### config.mk
export PLATFORM = sky130hd
export DESIGN_NAME = cuaf_top
export DESIGN_NICKNAME = d
export VERILOG_FILES = /design/src/shared/cuaf_pkg.sv /design/src/shared/cuaf_sar_if.sv /design/src/rtl/cuaf_sar.sv /design/src/rtl/cuaf_top.sv
export SDC_FILE = /design/constraint.sdc
export NUM_CORES = 1
export LEC_CHECK = 0
export CORE_ASPECT_RATIO = 0.5
export CORE_UTILIZATION = 30
export DETAILED_ROUTE_END_ITERATION = 12
export DONT_BUFFER_PORTS = 1
export PLACE_DENSITY = 0.51
export REMOVE_ABC_BUFFERS = 1
export SLEW_MARGIN = 15
export SYNTH_ARGS = -nofsm -noshare
export SYNTH_HDL_FRONTEND = slang
export SYNTH_SLANG_ARGS = --single-unit
### constraint.sdc
create_clock -name sys_clk_in -period 2.4 [get_ports sys_clk_in]
set_clock_uncertainty 0.15 [all_clocks]
set_input_delay 0.12 -clock sys_clk_in [delete_from_list [all_inputs] [get_ports sys_clk_in]]
set_output_delay 0.12 -clock sys_clk_in [all_outputs]
set_load 0.02 [all_outputs]
### src/shared/cuaf_pkg.sv
// Function
// - Both the mode button and the shutter button are debounced inside the block before use.
// - The flicker select strap picks 50 Hz or 60 Hz anti-flicker timing as a board setting.
// - During recording the DAC output carries successive trial levels of a binary search.
// - After each trial level the comparator is sampled and decides the current bit.
// - Every recorded sample is resolved to an 8-bit value.
// - Samples are converted at a fixed 11 kHz rate with no faster rate available.
// - During playback the wanted sample level is driven on the DAC output.
// - The amplifier shutdown output holds the amplifier off throughout recording.
// - A high flash ready input switches exposure control to flash mode.
// - In flash mode there is no low-light rejection and a picture is always taken.
// - A shutter press in flash mode captures and pulses the flash trigger low within the capture.
// - Two seven-segment digits are driven directly, one output per segment, no multiplexing.
// - Display outputs are fourteen segment lines, 0 to 6 per digit as a to g, plus one common.
// - The display drive waveform is refreshed at 34.7 Hz.
// - Continuous capture mode cannot be selected while flash ready is high.
package cuaf_pkg;
  localparam int CLK_HZ = 10_000_000;
  localparam int CLK_NS = 100;
  localparam int SAMPLE_HZ = 11_000;
  localparam int SAMPLE_CYC = CLK_HZ / SAMPLE_HZ;
  localparam int LCD_HZ_X10 = 347;
  localparam int LCD_HALF_CYC = (CLK_HZ / LCD_HZ_X10) * 10 / 2;
  localparam int DEB_MS = 20;
  localparam int DEB_CYC = (CLK_HZ / 1000) * DEB_MS;
  localparam int FLASH_DELAY_US = 100;
  localparam int FLASH_DELAY_CYC = FLASH_DELAY_US * (CLK_HZ / 1_000_000);
  localparam int FLASH_PULSE_US = 50;
  localparam int FLASH_PULSE_CYC = FLASH_PULSE_US * (CLK_HZ / 1_000_000);
  localparam int SAR_SETTLE_NS = 800;
  localparam int SAR_SETTLE_CYC = (SAR_SETTLE_NS + CLK_NS - 1) / CLK_NS;
  localparam int SAMPLE_W = 8;
  localparam int SEG_W = 7;
  localparam int CNT_W = 24;
  localparam logic [SAMPLE_W-1:0] SAMPLE_RST = 8'h80;
  localparam logic [SAMPLE_W-1:0] MSB_MASK = 8'h80;

  typedef enum logic [1:0] {
    CUAF_SAR_IDLE = 2'h0,
    CUAF_SAR_SETTLE = 2'h1,
    CUAF_SAR_DONE = 2'h3
  } cuaf_sar_state_t;

  typedef enum logic [1:0] {
    CUAF_FL_IDLE = 2'h0,
    CUAF_FL_WAIT = 2'h1,
    CUAF_FL_FIRE = 2'h3
  } cuaf_fl_state_t;
endpackage

### src/shared/cuaf_sar_if.sv
`timescale 1ns/100ps
interface cuaf_sar_if;
  logic start;
  logic comp;
  logic busy;
  logic done;
  logic [cuaf_pkg::SAMPLE_W-1:0] trial;
  logic [cuaf_pkg::SAMPLE_W-1:0] result;
  modport ctrl (output start, output comp, input busy, input done, input trial, input result);
  modport conv (input start, input comp, output busy, output done, output trial, output result);
endinterface

### src/rtl/cuaf_sar.sv
`timescale 1ns/100ps
module cuaf_sar (
  input wire logic sys_clk_in,
  input wire logic rst_n_in,
  cuaf_sar_if.conv sar
);
  cuaf_pkg::cuaf_sar_state_t state_q;
  logic [cuaf_pkg::SAMPLE_W-1:0] mask_q;
  logic [cuaf_pkg::SAMPLE_W-1:0] acc_q;
  logic [cuaf_pkg::SAMPLE_W-1:0] result_q;
  logic [3:0] settle_q;
  logic settled;
  logic [cuaf_pkg::SAMPLE_W-1:0] trial;
  logic [cuaf_pkg::SAMPLE_W-1:0] kept;

  assign trial = acc_q | mask_q;
  assign settled = (settle_q == 4'(cuaf_pkg::SAR_SETTLE_CYC - 1));
  // bit stays only when the input sits above the trial level
  assign kept = sar.comp ? trial : acc_q;

  always_ff @(posedge sys_clk_in or negedge rst_n_in) begin
    if (!rst_n_in) begin
      state_q <= cuaf_pkg::CUAF_SAR_IDLE;
      mask_q <= '0;
      acc_q <= '0;
      result_q <= cuaf_pkg::SAMPLE_RST;
      settle_q <= '0;
    end else begin
      unique case (state_q)
        cuaf_pkg::CUAF_SAR_IDLE: begin
          if (sar.start) begin
            state_q <= cuaf_pkg::CUAF_SAR_SETTLE;
            mask_q <= cuaf_pkg::MSB_MASK;
            acc_q <= '0;
            settle_q <= '0;
          end
        end
        cuaf_pkg::CUAF_SAR_SETTLE: begin
          settle_q <= settled ? 4'h0 : settle_q + 4'h1;
          if (settled) begin
            acc_q <= kept;
            mask_q <= mask_q >> 1;
            if (mask_q[0]) begin
              state_q <= cuaf_pkg::CUAF_SAR_DONE;
              result_q <= kept;
            end
          end
        end
        cuaf_pkg::CUAF_SAR_DONE: state_q <= cuaf_pkg::CUAF_SAR_IDLE;
        default: state_q <= cuaf_pkg::CUAF_SAR_IDLE;
      endcase
    end
  end

  assign sar.trial = trial;
  assign sar.result = result_q;
  assign sar.busy = (state_q == cuaf_pkg::CUAF_SAR_SETTLE);
  assign sar.done = (state_q == cuaf_pkg::CUAF_SAR_DONE);
endmodule // cuaf_sar

### src/rtl/cuaf_top.sv
`timescale 1ns/100ps
module cuaf_top #(
  parameter int DEB_CYC = cuaf_pkg::DEB_CYC,
  parameter int LCD_HALF_CYC = cuaf_pkg::LCD_HALF_CYC
) (
  input wire logic sys_clk_in,
  input wire logic rst_n_in,
  input wire logic mode_button_in,
  input wire logic shutter_button_in,
  input wire logic flash_ready_in,
  input wire logic flicker_select_in,
  input wire logic comparator_in,
  input wire logic led_on_in,
  input wire logic record_en_in,
  input wire logic play_en_in,
  input wire logic play_strobe_in,
  input wire logic [7:0] play_sample_in,
  input wire logic low_light_in,
  input wire logic continuous_req_in,
  input wire logic [6:0] digit0_in,
  input wire logic [6:0] digit1_in,
  output logic indicator_led_out,
  output logic amp_shutdown_out,
  output logic flash_trigger_n_out,
  output logic [7:0] dac_out,
  output logic [7:0] rec_sample_out,
  output logic rec_valid_out,
  output logic mode_level_out,
  output logic shutter_level_out,
  output logic flicker_60hz_out,
  output logic flash_mode_out,
  output logic continuous_mode_out,
  output logic capture_out,
  output logic [13:0] lcd_seg_out,
  output logic lcd_com_out
);
  localparam int SW = cuaf_pkg::SAMPLE_W;

  function automatic logic cnt_last(input logic [cuaf_pkg::CNT_W-1:0] c, input int n);
    cnt_last = (c == cuaf_pkg::CNT_W'(n - 1));
  endfunction

  function automatic logic [cuaf_pkg::CNT_W-1:0] cnt_inc(input logic [cuaf_pkg::CNT_W-1:0] c);
    cnt_inc = c + cuaf_pkg::CNT_W'(1);
  endfunction

  // ---------------- button debounce ----------------
  logic [1:0] btn_raw;
  logic [1:0] btn_q;
  logic [cuaf_pkg::CNT_W-1:0] deb_cnt_q [2];
  logic shutter_prev_q;
  logic shutter_press;

  assign btn_raw = {shutter_button_in, mode_button_in};

  // a level must hold unchanged for DEB_CYC cycles before it is accepted
  always_ff @(posedge sys_clk_in or negedge rst_n_in) begin
    if (!rst_n_in) begin
      btn_q <= 2'h0;
      deb_cnt_q[0] <= '0;
      deb_cnt_q[1] <= '0;
    end else begin
      for (int i = 0; i < 2; i++) begin
        if (btn_raw[i] == btn_q[i]) begin
          deb_cnt_q[i] <= '0;
        end else if (cnt_last(deb_cnt_q[i], DEB_CYC)) begin
          btn_q[i] <= btn_raw[i];
          deb_cnt_q[i] <= '0;
        end else begin
          deb_cnt_q[i] <= cnt_inc(deb_cnt_q[i]);
        end
      end
    end
  end

  always_ff @(posedge sys_clk_in or negedge rst_n_in) begin
    if (!rst_n_in) begin
      shutter_prev_q <= 1'b0;
    end else begin
      shutter_prev_q <= btn_q[1];
    end
  end

  assign shutter_press = btn_q[1] & ~shutter_prev_q;
  assign mode_level_out = btn_q[0];
  assign shutter_level_out = btn_q[1];

  // ---------------- strap and exposure mode ----------------
  logic strap_done_q;
  logic flicker_q;
  logic flash_q;
  logic cont_q;
  logic capture_q;
  logic led_q;
  logic take_pic;

  // strap is caught once after reset release; a board link does not move at run time
  always_ff @(posedge sys_clk_in or negedge rst_n_in) begin
    if (!rst_n_in) begin
      strap_done_q <= 1'b0;
      flicker_q <= 1'b0;
    end else if (!strap_done_q) begin
      strap_done_q <= 1'b1;
      flicker_q <= flicker_select_in;
    end
  end

  assign take_pic = shutter_press & (flash_q | ~low_light_in);

  always_ff @(posedge sys_clk_in or negedge rst_n_in) begin
    if (!rst_n_in) begin
      flash_q <= 1'b0;
      cont_q <= 1'b0;
      capture_q <= 1'b0;
      led_q <= 1'b0;
    end else begin
      flash_q <= flash_ready_in;
      cont_q <= continuous_req_in & ~flash_ready_in;
      capture_q <= take_pic;
      led_q <= led_on_in;
    end
  end

  assign flicker_60hz_out = flicker_q;
  assign flash_mode_out = flash_q;
  assign continuous_mode_out = cont_q;
  assign capture_out = capture_q;
  assign indicator_led_out = led_q;

  // ---------------- flash trigger ----------------
  cuaf_pkg::cuaf_fl_state_t fl_state_q;
  logic [cuaf_pkg::CNT_W-1:0] fl_cnt_q;
  logic fl_n_q;
  logic fl_wait_end;
  logic fl_fire_end;

  assign fl_wait_end = cnt_last(fl_cnt_q, cuaf_pkg::FLASH_DELAY_CYC);
  assign fl_fire_end = cnt_last(fl_cnt_q, cuaf_pkg::FLASH_PULSE_CYC);

  // the delay places the pulse where every sensor line integrates at once
  always_ff @(posedge sys_clk_in or negedge rst_n_in) begin
    if (!rst_n_in) begin
      fl_state_q <= cuaf_pkg::CUAF_FL_IDLE;
      fl_cnt_q <= '0;
      fl_n_q <= 1'b1;
    end else begin
      unique case (fl_state_q)
        cuaf_pkg::CUAF_FL_IDLE: begin
          fl_cnt_q <= '0;
          if (capture_q && flash_q) begin
            fl_state_q <= cuaf_pkg::CUAF_FL_WAIT;
          end
        end
        cuaf_pkg::CUAF_FL_WAIT: begin
          fl_cnt_q <= fl_wait_end ? '0 : cnt_inc(fl_cnt_q);
          if (fl_wait_end) begin
            fl_state_q <= cuaf_pkg::CUAF_FL_FIRE;
            fl_n_q <= 1'b0;
          end
        end
        cuaf_pkg::CUAF_FL_FIRE: begin
          fl_cnt_q <= fl_fire_end ? '0 : cnt_inc(fl_cnt_q);
          if (fl_fire_end) begin
            fl_state_q <= cuaf_pkg::CUAF_FL_IDLE;
            fl_n_q <= 1'b1;
          end
        end
        default: fl_state_q <= cuaf_pkg::CUAF_FL_IDLE;
      endcase
    end
  end

  assign flash_trigger_n_out = fl_n_q;

  // ---------------- audio record and playback ----------------
  cuaf_sar_if sar ();
  logic [cuaf_pkg::CNT_W-1:0] smp_cnt_q;
  logic smp_tick;
  logic start_q;
  logic [SW-1:0] play_q;
  logic [SW-1:0] dac_q;
  logic [SW-1:0] rec_q;
  logic rec_valid_q;
  logic amp_off_q;

  cuaf_sar u_sar (
    .sys_clk_in(sys_clk_in),
    .rst_n_in(rst_n_in),
    .sar(sar)
  );

  assign smp_tick = cnt_last(smp_cnt_q, cuaf_pkg::SAMPLE_CYC);
  assign sar.start = start_q;
  assign sar.comp = comparator_in;

  // fixed sample timer; the conversion fits well inside one period
  always_ff @(posedge sys_clk_in or negedge rst_n_in) begin
    if (!rst_n_in) begin
      smp_cnt_q <= '0;
      start_q <= 1'b0;
    end else begin
      smp_cnt_q <= (smp_tick || !record_en_in) ? '0 : cnt_inc(smp_cnt_q);
      start_q <= smp_tick & record_en_in;
    end
  end

  always_ff @(posedge sys_clk_in or negedge rst_n_in) begin
    if (!rst_n_in) begin
      play_q <= cuaf_pkg::SAMPLE_RST;
      dac_q <= cuaf_pkg::SAMPLE_RST;
      rec_q <= '0;
      rec_valid_q <= 1'b0;
      amp_off_q <= 1'b1;
    end else begin
      if (play_strobe_in) begin
        play_q <= play_sample_in;
      end
      dac_q <= record_en_in ? sar.trial : play_q;
      rec_valid_q <= sar.done;
      if (sar.done) begin
        rec_q <= sar.result;
      end
      // recording always wins so the search waveform never reaches the speaker
      amp_off_q <= record_en_in | sar.busy | ~play_en_in;
    end
  end

  assign dac_out = dac_q;
  assign rec_sample_out = rec_q;
  assign rec_valid_out = rec_valid_q;
  assign amp_shutdown_out = amp_off_q;

  // ---------------- static lcd drive ----------------
  logic [cuaf_pkg::CNT_W-1:0] lcd_cnt_q;
  logic lcd_flip;
  logic com_q;
  logic [13:0] seg_q;
  logic [13:0] lit;

  assign lcd_flip = cnt_last(lcd_cnt_q, LCD_HALF_CYC);
  assign lit = {digit1_in, digit0_in};

  // antiphase drive keeps the panel free of dc, which would age the fluid
  always_ff @(posedge sys_clk_in or negedge rst_n_in) begin
    if (!rst_n_in) begin
      lcd_cnt_q <= '0;
      com_q <= 1'b0;
      seg_q <= '0;
    end else begin
      lcd_cnt_q <= lcd_flip ? '0 : cnt_inc(lcd_cnt_q);
      if (lcd_flip) begin
        com_q <= ~com_q;
      end
      seg_q <= lit ^ {14{com_q}};
    end
  end

  assign lcd_seg_out = seg_q;
  assign lcd_com_out = com_q;
endmodule // cuaf_top

==> results.toml <==
[setup_path]
crit_path_end_kind = "flop"
cpPeakStageDelay_ns = 0.41
cp_slowest_cell = "dfrtp_1"
start_kind = "flop"
cp_max_fo = 5
critPathRequiredTime_ns = 2.65
worst_path_dominant_cell_family = "simple AND/OR/NAND/NOR gates"
r2r_slack_ns = 0.13
crit_arrival_ns = 2.52
critPathBufInv = 1
criticalPathCategory = "flop to flop"
path_cells = "ha_1 -> nor4b_1 -> nand4_1 -> buf_4 -> o21ai_0 -> a21bo_2 -> and2_1"

[routing]
wl_met2_um = 8840
route.met3.wl_um = 678
drc_errors = 0
viasPerCell = 4.83
first_iter_violations = 397
met1_length_um = 9110
drtPass1Iterations = 5
wire_per_inst_um = 13.7
dr.max_layer_used = "met4"
finalWirelength_um = 19100
postRouteAntennaNets = 0
vias = 6740

[global_route]
antenna_found_initial = 0
first_global_vias = 6633
grt_pass1_wl_um = 32600
gr-total-overflow = 0
grt_max_degree = 205
track_usage_pct = 12.2

[synthesis]
synth.top_cell.area_share_pct = 53.4
yosysUniqueCellTypes = 59
synth_cells = 906
synth.avg_cell_area_um2 = 10.3
synth_warnings = 0
async_reset_ff_share_pct = 100
synth_top_cell_by_area = "dfrtp_1"
synth_flop_cell = "dfrtp_1"
synth-edff-count = 0
syn_area_um2 = 9330
synth_area_leaders = "dfrtp_1 53%, xor2_1 7.3%, nor2_1 5.4%"
ys_ff_latch = 204
ys_seq_area_share_pct = 54.8

[layout]
multiInputGateArea_um2 = 3970
areaGrowthSynthToFinish_pct = 17.9
drive_above_1_share_pct = 9.77
postLayoutCoreUtil_pct = 36.1
num-fill-cells = 3021
seqCellArea_um2 = 5110
antenna_cells = 0
nNetsFinal = 999

[cts]
cts-buffers-inserted = 22
cts_tree = "yes"
htreeDepth = 1
path_clk_slew_ns = 0.06
clockRootBuffer = "clkbuf_16"
clock_sinks = 204
clk_latency_ns = 0.51
clock_path_buffers = 3
holdBufCountCts = 41

[floorplanning]
core_um2 = 30500
start_util_pct = 30.6
die_h_um = 127
die_area_um2 = 31900
io_pins = 76
die_w_um = 251
core.rowCount = 45

[status]
status = "finished, violations left"
violations = "hold timing"

[sta]
post-route-period-util_pct = 94.6
setup_viol_count_final = 0
relSlewSlack_pct = 37.5
period_needed_ns = 2.27
drv_slew = 0
hold_viol = 204
tightest_slew_ns = 0.938
fmax_mhz = 440
setup_tns_ns = 0
hold_ws_ns = -0.827

[min_path]
hp-class = "input pin to async pin"

[pwr]
vdd_drop_max_v = 0.000435
p_leak_nw = 4.72
p_per_area_nw_per_um2 = 685

[place]
io_buffer_count = 0
hpwl_um = 12000
gp_congestion = 0.849

[run]
maxCapViolCount = 0
==> cell usage in the layout, fill, tap and decap left out, drive strengths merged, types with 3 or more instances in the layout <==
master,count
ha,8
dlygate4sd3,41
o211ai,6
dfstp,5
buf,22
a21oi,28
or2,3
dfrtp,199
mux2i,8
and2,8
and3,20
nand4b,3
nor4,25
nor2b,4
inv,20
nor4b,7
clkbuf,36
nor2,133
nor3,11
mux2,19
o22ai,5
nand3,76
o21ai,5
and4,10
o41ai,4
nand2,70
nand2b,5
a31oi,20
a21o,3
clkinv,3
nand3b,3
xor2,78
nand4,38
xnor2,24
==> report_power, final <==
group / internal, W / total (W) / leakage, nW / switching, W
registers: 0.00357 / 0.00373 / 2.69 / 0.000161
clock network: 0.00205 / 0.00343 / 0.361 / 0.00138
logic: 0.000185 / 0.000375 / 1.67 / 0.000190
==> path summary, 6_finish.rpt <==
path                                     startpoint                        end  cells past startpoint
max in group asynchronous                  rst_n_in      play_q[7]$_DFFE_PN1P_                      0
max reg2reg                 fl_cnt_q[1]$_DFFE_PN0P_  fl_state_q[1]$_DFFE_PN0P_                      7
min reg2reg                shutter_prev_q$_DFF_PN0_      capture_out$_DFF_PN0_                      1
min                                        rst_n_in  fl_state_q[0]$_DFFE_PN0P_                      0
min in group sys_clk_in           shutter_button_in     deb_cnt_q[1]$_DFF_PN0_                      3
max                         fl_cnt_q[1]$_DFFE_PN0P_  fl_state_q[1]$_DFFE_PN0P_                      7
==> area by class of cell <==
class / instances / area share [%]
Clock inverter: 4 / 0.444
Clock buffer: 36 / 6.22
Timing Repair Buffer: 63 / 5.23
Inverter: 20 / 0.683
Tap cell: 423 / 4.81
Multi-Input combinational cell: 645 / 36.1
Sequential cell: 204 / 46.5
==> metrics by stage <==
stage	cell area, µm²	cells	setup WS [ns]	hold slack (ns)	total power (W)
floorplan	9150	869	0.100	-0.326	0.00399
global placement	9840	1313	0.196	-0.312	0.00408
detailed placement	9840	1313	0.0835	-0.310	0.00409
CTS	11000	1394	0.0874	-0.874	0.00766
global route	11000	1395	-0.0156	-0.873	0.00789
finish	11000	1395	0.129	-0.827	0.00753
==> cells in the mapped netlist, drive strengths merged, types with 15 or more instances <==
library cell / n
a21oi: 28
dfrtp: 199
a31oi: 20
xnor2: 24
clkbuf: 22
nor4: 25
mux2: 19
inv: 20
nand2: 70
buf: 15
xor2: 78
nand4: 38
and3: 20
nor2: 133
nand3: 76
==> worst reg2reg max path, stage by stage (launching register included) <==
cell and delay [ns]:
dfrtp_1 0.41, ha_1 0.25, nor4b_1 0.27, nand4_1 0.25
buf_4 0.21, o21ai_0 0.23, a21bo_2 0.25, and2_1 0.15
==> state kept, by name, summed over array words and instances, names as in the netlist, 2 cells and up <==
name and count:
fl_state_q 2, smp_cnt_q 24, dac_out 8, fl_cnt_q 24, u_sar.acc_q 8, lcd_cnt_q 24
play_q 8, u_sar.sar.result 8, u_sar.settle_q 4, lcd_seg_out 14, rec_sample_out 8, u_sar.state_q 2
deb_cnt_q 48, btn_q 2, u_sar.mask_q 8
==> repair_timing <==
action	in CTS	in global routing
buffers inserted	0	1
endpoints found under the hold margin	307	204
resized for setup	0	3
setup endpoints to repair	0	21
==> kinds of logic after synthesis <==
| group | share of synthesized area [%] |
|---|---|
| muxes | 3.15 |
| buffers and inverters | 2.74 |
| DFF | 54.8 |
| AOI/OAI and AO/OA | 5.90 |
| and+or+nand+nor | 22.7 |
| xor gates and xnor gates | 9.57 |
| adders and majority gates | 1.07 |
| other | 0.0402 |
==> routing by layer <==
layer  global-route usage, %  vias to the layer above
li1                        -                     3268
met1                    16.3                     3336
met2                    20.0                      104
met3                    2.65                       32
met4                    3.69                        0
met5                       0                        -
No activity file was read; power rests on OpenSTA's default activity.
